**config.mk**
```make
export PLATFORM = sky130hd
export DESIGN_NAME = nrps_host
export DESIGN_NICKNAME = d
export VERILOG_FILES = /design/src/nrps_pkg.sv /design/src/nrps_addr_fmt.sv /design/src/nrps_strobe.sv /design/src/nrps_host.sv
export VERILOG_INCLUDE_DIRS = /design/src
export SDC_FILE = /design/constraint.sdc
export NUM_CORES = 1
export LEC_CHECK = 0
export ABC_CLOCK_PERIOD_IN_PS = 3400
export BUFFER_PORTS_ARGS = -buffer_cell sky130_fd_sc_hd__buf_2
export CORE_ASPECT_RATIO = 0.9
export CORE_MARGIN = 1
export CORE_UTILIZATION = 35
export CTS_CLUSTER_DIAMETER = 50
export DETAILED_ROUTE_END_ITERATION = 7
export PLACE_DENSITY_LB_ADDON = 0.15
export SLEW_MARGIN = 15
export SYNTH_ARGS = -nofsm -noshare
export SYNTH_HDL_FRONTEND = slang
export SYNTH_HIERARCHICAL = 1
export SYNTH_SLANG_ARGS = --single-unit
```
**constraint.sdc**
```tcl
create_clock -name i_clk_sys -period 3.4 [get_ports i_clk_sys]
set_input_delay 0.34 -clock i_clk_sys [delete_from_list [all_inputs] [get_ports i_clk_sys]]
set_output_delay 0.34 -clock i_clk_sys [all_outputs]
set_load 0.005 [all_outputs]
```
**src/nrps_defines.svh**
```systemverilog
`ifndef NRPS_DEFINES_SVH
`define NRPS_DEFINES_SVH

// ----------------------------------------
// Software register offsets (byte address)
// ----------------------------------------
`define NRPS_OFS_CTRL 4'h0
`define NRPS_OFS_ADDR_LO 4'h4
`define NRPS_OFS_ADDR_HI 4'h8
`define NRPS_OFS_DATA 4'hC

// ----------------------------------------
// Control register fields
// ----------------------------------------
`define NRPS_CTRL_GO_BIT 0
`define NRPS_CTRL_OP_LSB 4
`define NRPS_CTRL_OP_MSB 7
`define NRPS_CTRL_EDO_BIT 8
`define NRPS_CTRL_WPN_BIT 9
`define NRPS_CTRL_4GB_BIT 10

// ----------------------------------------
// Status register fields
// ----------------------------------------
`define NRPS_STAT_BUSY_BIT 16
`define NRPS_STAT_RB_BIT 17
`define NRPS_STAT_SR_LSB 24

// ----------------------------------------
// Flash command codes
// ----------------------------------------
`define NRPS_CMD_READ 8'h00
`define NRPS_CMD_READ_GO 8'h30
`define NRPS_CMD_COL_CHG 8'h05
`define NRPS_CMD_COL_GO 8'hE0
`define NRPS_CMD_CACHE_NEXT 8'h31
`define NRPS_CMD_CACHE_LAST 8'h3F
`define NRPS_CMD_STATUS 8'h70
`define NRPS_CMD_PROG 8'h80
`define NRPS_CMD_PROG_COL 8'h85
`define NRPS_CMD_PROG_GO 8'h10

// ----------------------------------------
// Geometry and status bits
// ----------------------------------------
`define NRPS_PAGE_BYTES 12'h870
`define NRPS_PAGES_PER_BLOCK 7'h40
`define NRPS_SR_PASS_FAIL 0
`define NRPS_SR_CHIP_IDLE 5
`define NRPS_SR_CACHE_READY 6

// ----------------------------------------
// Strobe timing, ns and cycles at 50 ns
// ----------------------------------------
`define NRPS_CLK_NS 50
`define NRPS_STROBE_NS 50
`define NRPS_STROBE_CYC (((`NRPS_STROBE_NS + `NRPS_CLK_NS - 1) / `NRPS_CLK_NS))

`endif

```
**src/nrps_pkg.sv**
```systemverilog
package nrps_pkg;
   typedef enum logic [3:0] {
      NRPS_OP_PAGE_READ = 4'h0,
      NRPS_OP_COL_CHANGE = 4'h1,
      NRPS_OP_CACHE_SEQ = 4'h2,
      NRPS_OP_CACHE_RAND = 4'h3,
      NRPS_OP_CACHE_LAST = 4'h4,
      NRPS_OP_STATUS = 4'h5,
      NRPS_OP_RESUME = 4'h6,
      NRPS_OP_PROG_START = 4'h7,
      NRPS_OP_PROG_COL = 4'h8,
      NRPS_OP_PROG_GO = 4'h9,
      NRPS_OP_READ_BYTE = 4'hA,
      NRPS_OP_WRITE_BYTE = 4'hB
   } nrps_op_t;

   typedef enum logic [1:0] {
      NRPS_CYC_CMD,
      NRPS_CYC_ADDR,
      NRPS_CYC_DIN,
      NRPS_CYC_DOUT
   } nrps_cyc_t;
endpackage

```
**src/nrps_addr_fmt.sv**
```systemverilog
`timescale 1ns/1ps
`include "nrps_defines.svh"
module nrps_addr_fmt (
   input wire logic [11:0] i_col,
   input wire logic [17:0] i_row,
   input wire logic i_is_4gb,
   input wire logic [2:0] i_idx,
   output logic [7:0] o_byte
);
   logic [7:0] cyc5;
   assign cyc5 = {6'h00, i_row[17] & i_is_4gb, i_row[16]};
   assign o_byte = (i_idx == 3'h0) ? i_col[7:0] :
                   (i_idx == 3'h1) ? {4'h0, i_col[11:8]} :
                   (i_idx == 3'h2) ? i_row[7:0] :
                   (i_idx == 3'h3) ? i_row[15:8] : cyc5;
endmodule

```
**src/nrps_strobe.sv**
```systemverilog
`timescale 1ns/1ps
`include "nrps_defines.svh"
module nrps_strobe (
   input wire logic i_clk_sys,
   input wire logic i_rst,
   input wire logic i_ce,
   input wire logic i_start,
   output logic o_low,
   output logic o_done
);
   logic [1:0] cnt_reg;
   logic [1:0] cnt_next;
   logic [1:0] ph_reg;
   logic [1:0] ph_next;
   // Phase 1 strobe low, phase 2 strobe high, then done
   assign o_low = (ph_reg == 2'h1);
   assign o_done = (ph_reg == 2'h2) && (cnt_reg == 2'h0);
   always_comb begin
      ph_next = ph_reg;
      cnt_next = cnt_reg;
      if (i_start && ph_reg == 2'h0) begin
         ph_next = 2'h1;
         cnt_next = 2'(`NRPS_STROBE_CYC - 1);
      end else if (ph_reg != 2'h0 && cnt_reg != 2'h0) begin
         cnt_next = cnt_reg - 2'h1;
      end else if (ph_reg == 2'h1) begin
         ph_next = 2'h2;
         cnt_next = 2'(`NRPS_STROBE_CYC - 1);
      end else if (ph_reg == 2'h2) begin
         ph_next = 2'h0;
      end
   end
   always_ff @(posedge i_clk_sys) begin
      if (i_rst) begin
         ph_reg <= 2'h0;
         cnt_reg <= 2'h0;
      end else if (i_ce) begin
         ph_reg <= ph_next;
         cnt_reg <= cnt_next;
      end
   end
endmodule

```
**src/nrps_host.sv**
```systemverilog
// Chosen here: the placing of the registers and register access over Avalon-MM.
`timescale 1ns/1ps
`include "nrps_defines.svh"
module nrps_host
   import nrps_pkg::*;
(
   input wire logic i_clk_sys,
   input wire logic i_rst,
   input wire logic i_ce,
   input wire logic [3:0] i_avs_address,
   input wire logic i_avs_read,
   input wire logic i_avs_write,
   input wire logic [31:0] i_avs_writedata,
   output logic [31:0] o_avs_readdata,
   output logic o_avs_waitrequest,
   output logic o_ce_n,
   output logic o_cle,
   output logic o_ale,
   output logic o_we_n,
   output logic o_read_strobe_n,
   output logic o_wp_n,
   input wire logic [7:0] i_io,
   output logic [7:0] o_io,
   output logic o_io_oe,
   input wire logic i_rb_n
);
   import nrps_pkg::*;

   typedef enum logic [2:0] {
      NRPS_ST_IDLE,
      NRPS_ST_CYCLE,
      NRPS_ST_NEXT,
      NRPS_ST_WAIT_RB,
      NRPS_ST_DONE
   } nrps_state_t;

   // ----------------------------------------
   // Step table: each op is a list of bus cycles
   // ----------------------------------------
   function automatic logic [11:0] step_of(input nrps_op_t op, input logic [2:0] n);
      // Returns {last, kind[1:0], wait_rb, addr_idx[2:0], cmd_sel[4:0]}
      logic [11:0] r;
      r = 12'h000;
      unique case (op)
         // Command, five address bytes, then confirm
         // Program start stops after the address; data bytes follow
         NRPS_OP_PAGE_READ, NRPS_OP_CACHE_RAND, NRPS_OP_PROG_START:
            r = (n == 3'h0) ? {1'b0, 2'h0, 1'b0, 3'h0, 5'h0} :
                (n <= 3'h5) ? {(op == NRPS_OP_PROG_START) && (n == 3'h5), 2'h1, 1'b0,
                               n - 3'h1, 5'h0} :
                {1'b1, 2'h0, (op != NRPS_OP_PROG_START), 3'h0, 5'h1};
         // Two column bytes; only the read variant confirms
         NRPS_OP_COL_CHANGE, NRPS_OP_PROG_COL:
            r = (n == 3'h0) ? {1'b0, 2'h0, 1'b0, 3'h0, 5'h2} :
                (n <= 3'h2) ? {(op == NRPS_OP_PROG_COL) && (n == 3'h2), 2'h1, 1'b0,
                               n - 3'h1, 5'h0} :
                {1'b1, 2'h0, 1'b0, 3'h0, 5'h3};
         // Cache confirms wait out the page transfer
         NRPS_OP_CACHE_SEQ: r = {1'b1, 2'h0, 1'b1, 3'h0, 5'h4};
         NRPS_OP_CACHE_LAST: r = {1'b1, 2'h0, 1'b1, 3'h0, 5'h5};
         // Status read; a later resume sends the read command again
         NRPS_OP_STATUS: r = (n == 3'h0) ? {1'b0, 2'h0, 1'b0, 3'h0, 5'h6} :
                                           {1'b1, 2'h3, 1'b0, 3'h0, 5'h0};
         NRPS_OP_RESUME: r = {1'b1, 2'h0, 1'b0, 3'h0, 5'h0};
         NRPS_OP_PROG_GO: r = {1'b1, 2'h0, 1'b1, 3'h0, 5'h7};
         NRPS_OP_READ_BYTE: r = {1'b1, 2'h3, 1'b0, 3'h0, 5'h0};
         NRPS_OP_WRITE_BYTE: r = {1'b1, 2'h2, 1'b0, 3'h0, 5'h0};
         default: r = {1'b1, 2'h0, 1'b0, 3'h0, 5'h0};
      endcase
      return r;
   endfunction

   // Command byte per step; unknown selectors fall back to a read
   function automatic logic [7:0] cmd_code(input logic [4:0] s, input nrps_op_t op);
      logic [7:0] c;
      c = `NRPS_CMD_READ;
      unique case (s)
         5'h0: c = (op == NRPS_OP_PROG_START) ? `NRPS_CMD_PROG : `NRPS_CMD_READ;
         5'h1: c = (op == NRPS_OP_PAGE_READ) ? `NRPS_CMD_READ_GO :
                   (op == NRPS_OP_CACHE_RAND) ? `NRPS_CMD_CACHE_NEXT : `NRPS_CMD_READ;
         5'h2: c = (op == NRPS_OP_PROG_COL) ? `NRPS_CMD_PROG_COL : `NRPS_CMD_COL_CHG;
         5'h3: c = `NRPS_CMD_COL_GO;
         5'h4: c = `NRPS_CMD_CACHE_NEXT;
         5'h5: c = `NRPS_CMD_CACHE_LAST;
         5'h6: c = `NRPS_CMD_STATUS;
         5'h7: c = `NRPS_CMD_PROG_GO;
         default: c = `NRPS_CMD_READ;
      endcase
      return c;
   endfunction

   // ----------------------------------------
   // Registers
   // ----------------------------------------
   nrps_state_t state_reg;
   nrps_state_t state_next;
   nrps_op_t op_reg;
   logic [2:0] step_reg;
   logic [11:0] col_reg;
   logic [17:0] row_reg;
   logic edo_reg;
   logic wp_n_reg;
   logic is_4gb_reg;
   logic [7:0] wdata_reg;
   logic [7:0] rdata_reg;
   logic [7:0] sr_reg;
   logic prog_reg;
   logic [31:0] rd_reg;
   logic wait_reg;
   logic start_reg;
   logic [7:0] io_reg;
   logic oe_reg;
   logic cle_reg;
   logic ale_reg;
   logic we_n_reg;
   logic re_n_reg;
   logic ce_n_reg;
   logic [11:0] st;
   logic st_last;
   logic [1:0] st_kind;
   logic st_wait;
   logic [2:0] st_aidx;
   logic [7:0] st_cmd;
   logic [7:0] addr_byte;
   logic strobe_low;
   logic strobe_done;
   logic busy;
   logic op_ok;
   logic go_wr;
   logic sel_ctrl;
   logic sel_lo;
   logic sel_hi;
   logic sel_data;
   logic [31:0] rd_mux;
   logic [31:0] ctrl_view;
   logic cap_now;
   logic dout_kind;
   nrps_op_t new_op;

   // ----------------------------------------
   // Decode
   // ----------------------------------------
   assign st = step_of(op_reg, step_reg);
   assign st_last = st[11];
   assign st_kind = st[10:9];
   assign st_wait = st[8];
   assign st_aidx = st[7:5];
   assign st_cmd = cmd_code(st[4:0], op_reg);
   assign dout_kind = (st_kind == 2'h3);
   assign busy = (state_reg != NRPS_ST_IDLE);
   assign sel_ctrl = (i_avs_address == `NRPS_OFS_CTRL);
   assign sel_lo = (i_avs_address == `NRPS_OFS_ADDR_LO);
   assign sel_hi = (i_avs_address == `NRPS_OFS_ADDR_HI);
   assign sel_data = (i_avs_address == `NRPS_OFS_DATA);
   assign new_op = nrps_op_t'(i_avs_writedata[`NRPS_CTRL_OP_MSB:`NRPS_CTRL_OP_LSB]);
   assign op_ok = !((new_op == NRPS_OP_PROG_START || new_op == NRPS_OP_PROG_GO)
                    && !i_avs_writedata[`NRPS_CTRL_WPN_BIT]);
   // Page order and partial counts are left to software
   // the sequencer programs whatever page it is given
   // No op, status included, starts while programming: busy blocks go_wr, and prog_reg is set only while busy
   assign go_wr = i_avs_write && !wait_reg && sel_ctrl && !busy && op_ok
                  && i_avs_writedata[`NRPS_CTRL_GO_BIT]
                  && (!prog_reg || new_op == NRPS_OP_STATUS);
   // Sample while the read strobe is still low; the flash holds the byte
   assign cap_now = (state_reg == NRPS_ST_CYCLE) && dout_kind
                    && (edo_reg ? strobe_done : !re_n_reg);
   // Status byte rides in the top byte of the control word
   assign ctrl_view = {sr_reg, 6'h00, !i_rb_n, busy, 5'h00, is_4gb_reg, wp_n_reg, edo_reg,
                       op_reg, 4'h0};
   assign rd_mux = sel_ctrl ? ctrl_view :
                   sel_lo ? {20'h00000, col_reg} :
                   sel_hi ? {14'h0000, row_reg} :
                   sel_data ? {24'h000000, rdata_reg} : 32'h00000000;

   nrps_addr_fmt u_addr (
      .i_col(col_reg),
      .i_row(row_reg),
      .i_is_4gb(is_4gb_reg),
      .i_idx(st_aidx),
      .o_byte(addr_byte)
   );

   // One strobe timer serves write and read cycles alike
   nrps_strobe u_strobe (
      .i_clk_sys(i_clk_sys),
      .i_rst(i_rst),
      .i_ce(i_ce),
      .i_start(start_reg),
      .o_low(strobe_low),
      .o_done(strobe_done)
   );

   // ----------------------------------------
   // Sequencer
   // ----------------------------------------
   always_comb begin
      state_next = state_reg;
      unique case (state_reg)
         NRPS_ST_IDLE: if (go_wr) state_next = NRPS_ST_CYCLE;
         NRPS_ST_CYCLE: if (strobe_done) state_next = NRPS_ST_NEXT;
         NRPS_ST_NEXT: state_next = st_last ? (st_wait ? NRPS_ST_WAIT_RB : NRPS_ST_DONE)
                                            : NRPS_ST_CYCLE;
         NRPS_ST_WAIT_RB: if (i_rb_n) state_next = NRPS_ST_DONE;
         NRPS_ST_DONE: state_next = NRPS_ST_IDLE;
      endcase
   end

   always_ff @(posedge i_clk_sys) begin
      if (i_rst) begin
         state_reg <= NRPS_ST_IDLE;
         step_reg <= 3'h0;
         start_reg <= 1'b0;
      end else if (i_ce) begin
         state_reg <= state_next;
         start_reg <= (state_next == NRPS_ST_CYCLE) && (state_reg != NRPS_ST_CYCLE);
         if (state_reg == NRPS_ST_IDLE) begin
            step_reg <= 3'h0;
         end else if (state_reg == NRPS_ST_NEXT) begin
            step_reg <= step_reg + 3'h1;
         end
      end
   end

   // ----------------------------------------
   // Software registers
   // ----------------------------------------
   always_ff @(posedge i_clk_sys) begin
      if (i_rst) begin
         op_reg <= NRPS_OP_PAGE_READ;
         edo_reg <= 1'b0;
         wp_n_reg <= 1'b0;
         is_4gb_reg <= 1'b0;
         col_reg <= 12'h000;
         row_reg <= 18'h00000;
         wdata_reg <= 8'h00;
      end else if (i_ce && i_avs_write && !wait_reg && !busy) begin
         if (sel_ctrl) begin
            edo_reg <= i_avs_writedata[`NRPS_CTRL_EDO_BIT];
            wp_n_reg <= i_avs_writedata[`NRPS_CTRL_WPN_BIT];
            is_4gb_reg <= i_avs_writedata[`NRPS_CTRL_4GB_BIT];
            if (go_wr) op_reg <= new_op;
         end
         if (sel_lo) col_reg <= i_avs_writedata[11:0];
         if (sel_hi) row_reg <= i_avs_writedata[17:0];
         if (sel_data) wdata_reg <= i_avs_writedata[7:0];
      end
   end

   // Held off while busy so software never races the sequencer
   always_ff @(posedge i_clk_sys) begin
      if (i_rst) begin
         wait_reg <= 1'b1;
         rd_reg <= 32'h00000000;
      end else if (i_ce) begin
         wait_reg <= !((i_avs_read || i_avs_write) && wait_reg && !busy);
         if (i_avs_read && wait_reg) rd_reg <= rd_mux;
      end
   end

   // ----------------------------------------
   // Pin drive and data capture
   // ----------------------------------------
   always_ff @(posedge i_clk_sys) begin
      if (i_rst) begin
         cle_reg <= 1'b0;
         ale_reg <= 1'b0;
         we_n_reg <= 1'b1;
         re_n_reg <= 1'b1;
         ce_n_reg <= 1'b1;
         io_reg <= 8'h00;
         oe_reg <= 1'b0;
         rdata_reg <= 8'h00;
         sr_reg <= 8'h00;
         prog_reg <= 1'b0;
      end else if (i_ce) begin
         // Chip enable kept low through waits
         ce_n_reg <= !busy && !go_wr;
         cle_reg <= (state_reg == NRPS_ST_CYCLE) && (st_kind == 2'h0);
         ale_reg <= (state_reg == NRPS_ST_CYCLE) && (st_kind == 2'h1);
         we_n_reg <= !(strobe_low && !dout_kind && state_reg == NRPS_ST_CYCLE);
         // One falling read strobe per byte
         re_n_reg <= !(strobe_low && dout_kind && state_reg == NRPS_ST_CYCLE);
         oe_reg <= (state_reg == NRPS_ST_CYCLE) && !dout_kind;
         io_reg <= (st_kind == 2'h0) ? st_cmd : (st_kind == 2'h1) ? addr_byte : wdata_reg;
         // Byte taken only in a data-out cycle
         if (cap_now) begin
            rdata_reg <= i_io;
            if (op_reg == NRPS_OP_STATUS) sr_reg <= i_io;
         end
         if (state_reg == NRPS_ST_NEXT && st_last && op_reg == NRPS_OP_PROG_GO)
            prog_reg <= 1'b1;
         else if (i_rb_n && state_reg == NRPS_ST_DONE)
            prog_reg <= 1'b0;
      end
   end

   // ----------------------------------------
   // Outputs, all straight from flip-flops
   // ----------------------------------------
   assign o_avs_readdata = rd_reg;
   assign o_avs_waitrequest = wait_reg;
   assign o_ce_n = ce_n_reg;
   assign o_cle = cle_reg;
   assign o_ale = ale_reg;
   assign o_we_n = we_n_reg;
   assign o_read_strobe_n = re_n_reg;
   assign o_wp_n = wp_n_reg;
   assign o_io = io_reg;
   assign o_io_oe = oe_reg;
endmodule

```
==> flow_metrics.tcl <==
set metrics [dict create \
    final.setup.tns_ns 0 \
    clockRootBuffer "sky130_fd_sc_hd__clkbuf_16" \
    fp-row-count 43 \
    routed_wire_length_per_instance_um 17.47 \
    portBuffers 77 \
    grt_first_pass_wirelength_mm 26.08 \
    rsz0062_at_grt "no" \
    p_leak_nw 2.853 \
    finish.net_count 786 \
    clk-insertion-delay-late_ns 0.42 \
    critPathKind "register to register" \
    synthCells 663 \
    tritoncts "built" \
    routed_wl_mm 16.49 \
    detailroute.via_count 5064 \
    dpl-instance-area_mm2 0.006242 \
    finalCritPeriodShare_pct 91.83 \
    core_mm2 0.01566 \
    layout-drive-gt1-share_pct 20.62 \
    gp_routability_congestion 0.8047 \
    route.detailed.drc 0 \
    cts-htree-levels 4 \
    part_of_the_yosys_area_used_for_sequential_elements_pct 40.04 \
    synth-seq-cells 114 \
    hold_path.class "primary input to register" \
    max_cap_violations 0 \
    finalWorstPathRequiredPeriod_ns 3.122 \
    worst_flop_to_flop_path_startpoint "step_reg[1]$_SDFFE_PP0P_" \
    ys.flop_type "sky130_fd_sc_hd__dfxtp_1" \
    end_kind "register" \
    run_status "finished clean" \
    synth-warning-count 6 \
    globalRouteTotalUtil_pct 20.65 \
    power_density_mw_per_mm2 491.8 \
    hold_viol_final 0 \
    clock-skew-final_ns 0.01163 \
    flow.area_growth_from_synthesis_pct 19.91 \
    critPathMaxStageDelay_ns 0.57 \
    setup.worst_path.end "o_io[1]$_SDFFE_PP0P_" \
    cp.arrival_ns 3.37 \
    first_global_vias 4678 \
    post_syn_area_mm2 0.005699 \
    timing.critical_path.from_type "register" \
    io_pins 98 \
    asyncSetResetFlopFracSynth_pct 0 \
    route.detailed.vias_per_inst 5.364 \
    reg2reg_depth 13 \
    fp.dieH_um 123.1 \
    grt_antenna_before_repair 0 \
    dp.final_hpwl_mm 11.71 \
    worstPathBufferInverterCount 3 \
    crit_chain "inv_1 -> ha_1 -> nor2_1 -> and3_1 -> o21ai_1 -> and2_1 -> nor2_1 -> buf_4 -> mux4_1 -> inv_1 -> o21ai_0 -> o221ai_1 -> a211oi_1" \
    detail_route.first_pass.iterations 5 \
    timing.critical_path.depth 13 \
    worst_slew_margin_relative_to_its_limit_pct 37.17 \
    final_cell_mix "sky130_fd_sc_hd__dfxtp_1, sky130_fd_sc_hd__nor2_1, sky130_fd_sc_hd__buf_2, sky130_fd_sc_hd__nand2_1, sky130_fd_sc_hd__mux2i_1" \
    post_cts.repair.setup_buffers 0 \
    path_clk_slew_ns 0.06 \
    synth_enable_flop_cells 0 \
    largest_register_ffs 26 \
    synthDominantCellAreaShare_pct 40.04 \
    synth_largest_area_cell "sky130_fd_sc_hd__dfxtp_1" \
    grt_overflow_total 0 \
    number_of_buffers_inserted_by_hold_repair_at_cts 0 \
    tritoncts.num_buffers 17 \
    chipWidth_um 136.5 \
    slew_viol_final 0 \
    initial_utilization_pct 36.40 \
    grt_start_max_net_pins 86 \
    whs_path_depth 3 \
    max_clock_freq_mhz 320.3 \
    cp-startpoint "step_reg[1]$_SDFFE_PP0P_" \
    ctsResizeCount 0 \
    detail_route.iter0.violations 324 \
    antenna_left 0 \
    worst_r2r_endpoint "o_io[1]$_SDFFE_PP0P_" \
    n_antenna_cell 0 \
    timing.critical_path.fanout_max 12 \
    count_of_different_cell_masters_after_synthesis 69 \
    leading_cell_type_in_the_layout_fill_and_taps_excluded "sky130_fd_sc_hd__dfxtp_1" \
    worst_ir_drop_on_vdd_mv 0.3609 \
    minimum_setup_slack_among_reg_to_reg_paths_ns 0.28 \
    stdcell_area_mm2 0.006834 \
    kind_of_cell_adding_the_most_delay_to_the_critical_path "simple AND/OR/NAND/NOR gates" \
    clock_path_buffers 2 \
    timing.critical_path.required_ns 3.65 \
    mean_syn_cell_area_um2 8.596 \
    cts_num_sinks 114 \
    synth_top_cells_by_area "sky130_fd_sc_hd__dfxtp_1, sky130_fd_sc_hd__mux2i_1, sky130_fd_sc_hd__nor2_1" \
    worstMarginPinSlew_ns 0.9425 \
    worst_path_max_delay_cell "sky130_fd_sc_hd__mux4_1" \
    setup-violations-final 0 \
    dieArea_mm2 0.01680 \
]
logic make-up after synthesis:
family | share of synthesized area, %
buffers and inverters | 5.401
and+or+nand+nor | 22.57
muxes | 14.67
adders and majority gates | 1.317
xor gates and xnor gates | 0.4611
AOI/OAI and AO/OA | 15.48
DFF | 40.04
other | 0.06580
area by class of cell:
cell class                      instances  area [µm²]
Fill cell                            1565        8822
Inverter                               11       41.29
Clock buffer                           18       429.2
Sequential cell                       114        2282
Tap cell                              202       252.7
Timing Repair Buffer                   97       538.0
Multi-Input combinational cell        489        3128
Clock inverter                         13       162.7
worst register-to-register path, stage by stage, from the launching register on:
cell and delay (ns):
sky130_fd_sc_hd__dfxtp_1 0.44, sky130_fd_sc_hd__inv_1 0.16, sky130_fd_sc_hd__ha_1 0.29, sky130_fd_sc_hd__nor2_1 0.10, sky130_fd_sc_hd__and3_1 0.17, sky130_fd_sc_hd__o21ai_1 0.10, sky130_fd_sc_hd__and2_1 0.19, sky130_fd_sc_hd__nor2_1 0.18
sky130_fd_sc_hd__buf_4 0.26, sky130_fd_sc_hd__mux4_1 0.58, sky130_fd_sc_hd__inv_1 0.06, sky130_fd_sc_hd__o21ai_0 0.11, sky130_fd_sc_hd__o221ai_1 0.22, sky130_fd_sc_hd__a211oi_1 0.09
power breakdown:
part	switching [mW]	internal, mW	total [mW]	leakage (nW)
clock network	0.654	1.15	1.80	0.294
registers	0.0142	1.35	1.36	0.920
logic	0.132	0.0656	0.197	1.64
Yosys cell counts, types with 4 or more instances:
cell type and n:
sky130_fd_sc_hd__mux2_2 9, sky130_fd_sc_hd__a211oi_1 8, sky130_fd_sc_hd__o31ai_1 4, sky130_fd_sc_hd__inv_1 11, sky130_fd_sc_hd__and3_1 5, sky130_fd_sc_hd__o21ai_1 5, sky130_fd_sc_hd__o21a_1 5, sky130_fd_sc_hd__buf_4 8
sky130_fd_sc_hd__nand3_1 34, sky130_fd_sc_hd__nand4_1 4, sky130_fd_sc_hd__clkbuf_1 28, sky130_fd_sc_hd__ha_1 6, sky130_fd_sc_hd__a31oi_1 6, sky130_fd_sc_hd__nand2_1 66, sky130_fd_sc_hd__buf_2 15, sky130_fd_sc_hd__o21ai_0 26
sky130_fd_sc_hd__a21oi_1 34, sky130_fd_sc_hd__nor3_1 6, sky130_fd_sc_hd__nor2b_1 8, sky130_fd_sc_hd__nand2b_1 12, sky130_fd_sc_hd__mux2i_1 64, sky130_fd_sc_hd__nor2_1 98, sky130_fd_sc_hd__dfxtp_1 114, sky130_fd_sc_hd__a22oi_1 16
through the flow:
stage | worst slack (ns) | instances | hold WS (ns) | power, mW | util, %
after global routing | 0.07009 | 944 | 0.1616 | 3.472 | 43.65
final | 0.2778 | 944 | 0.1543 | 3.361 | 43.65
after floorplan | 0.5629 | 668 | 0.4091 | 1.506 | -
after global placement | 0.3330 | 913 | 0.4413 | 1.584 | 39.87
after detailed placement | 0.3906 | 913 | 0.4432 | 1.587 | 39.87
after CTS | 0.3352 | 944 | 0.1462 | 3.387 | 43.65
per-layer routing:
metal	routed length, µm	vias to the layer above	track usage (%)
met3	710	13	4.920
met1	8142	2442	28.74
met4	183	0	5.625
met2	7458	129	31.69
li1	-	2480	-
met5	0	-	0
worst min path at each step:
stage	startpoint	end	slack, ns
4_1_cts	i_avs_writedata[12]	row_reg[12]$_SDFFE_PP0P_	0.15
2_1_floorplan	i_rst	u_strobe/cnt_reg[0]$_SDFFE_PP0P_	0.41
3_3_place_gp	o_avs_readdata[27]$_SDFFE_PP0P_	o_avs_readdata[27]$_SDFFE_PP0P_	0.44
3_5_place_dp	o_avs_readdata[27]$_SDFFE_PP0P_	o_avs_readdata[27]$_SDFFE_PP0P_	0.44
5_1_grt	i_avs_writedata[13]	row_reg[13]$_SDFFE_PP0P_	0.16
6_report	i_avs_writedata[14]	row_reg[14]$_SDFFE_PP0P_	0.15
Note: power is estimated with default switching activity, not from simulation.
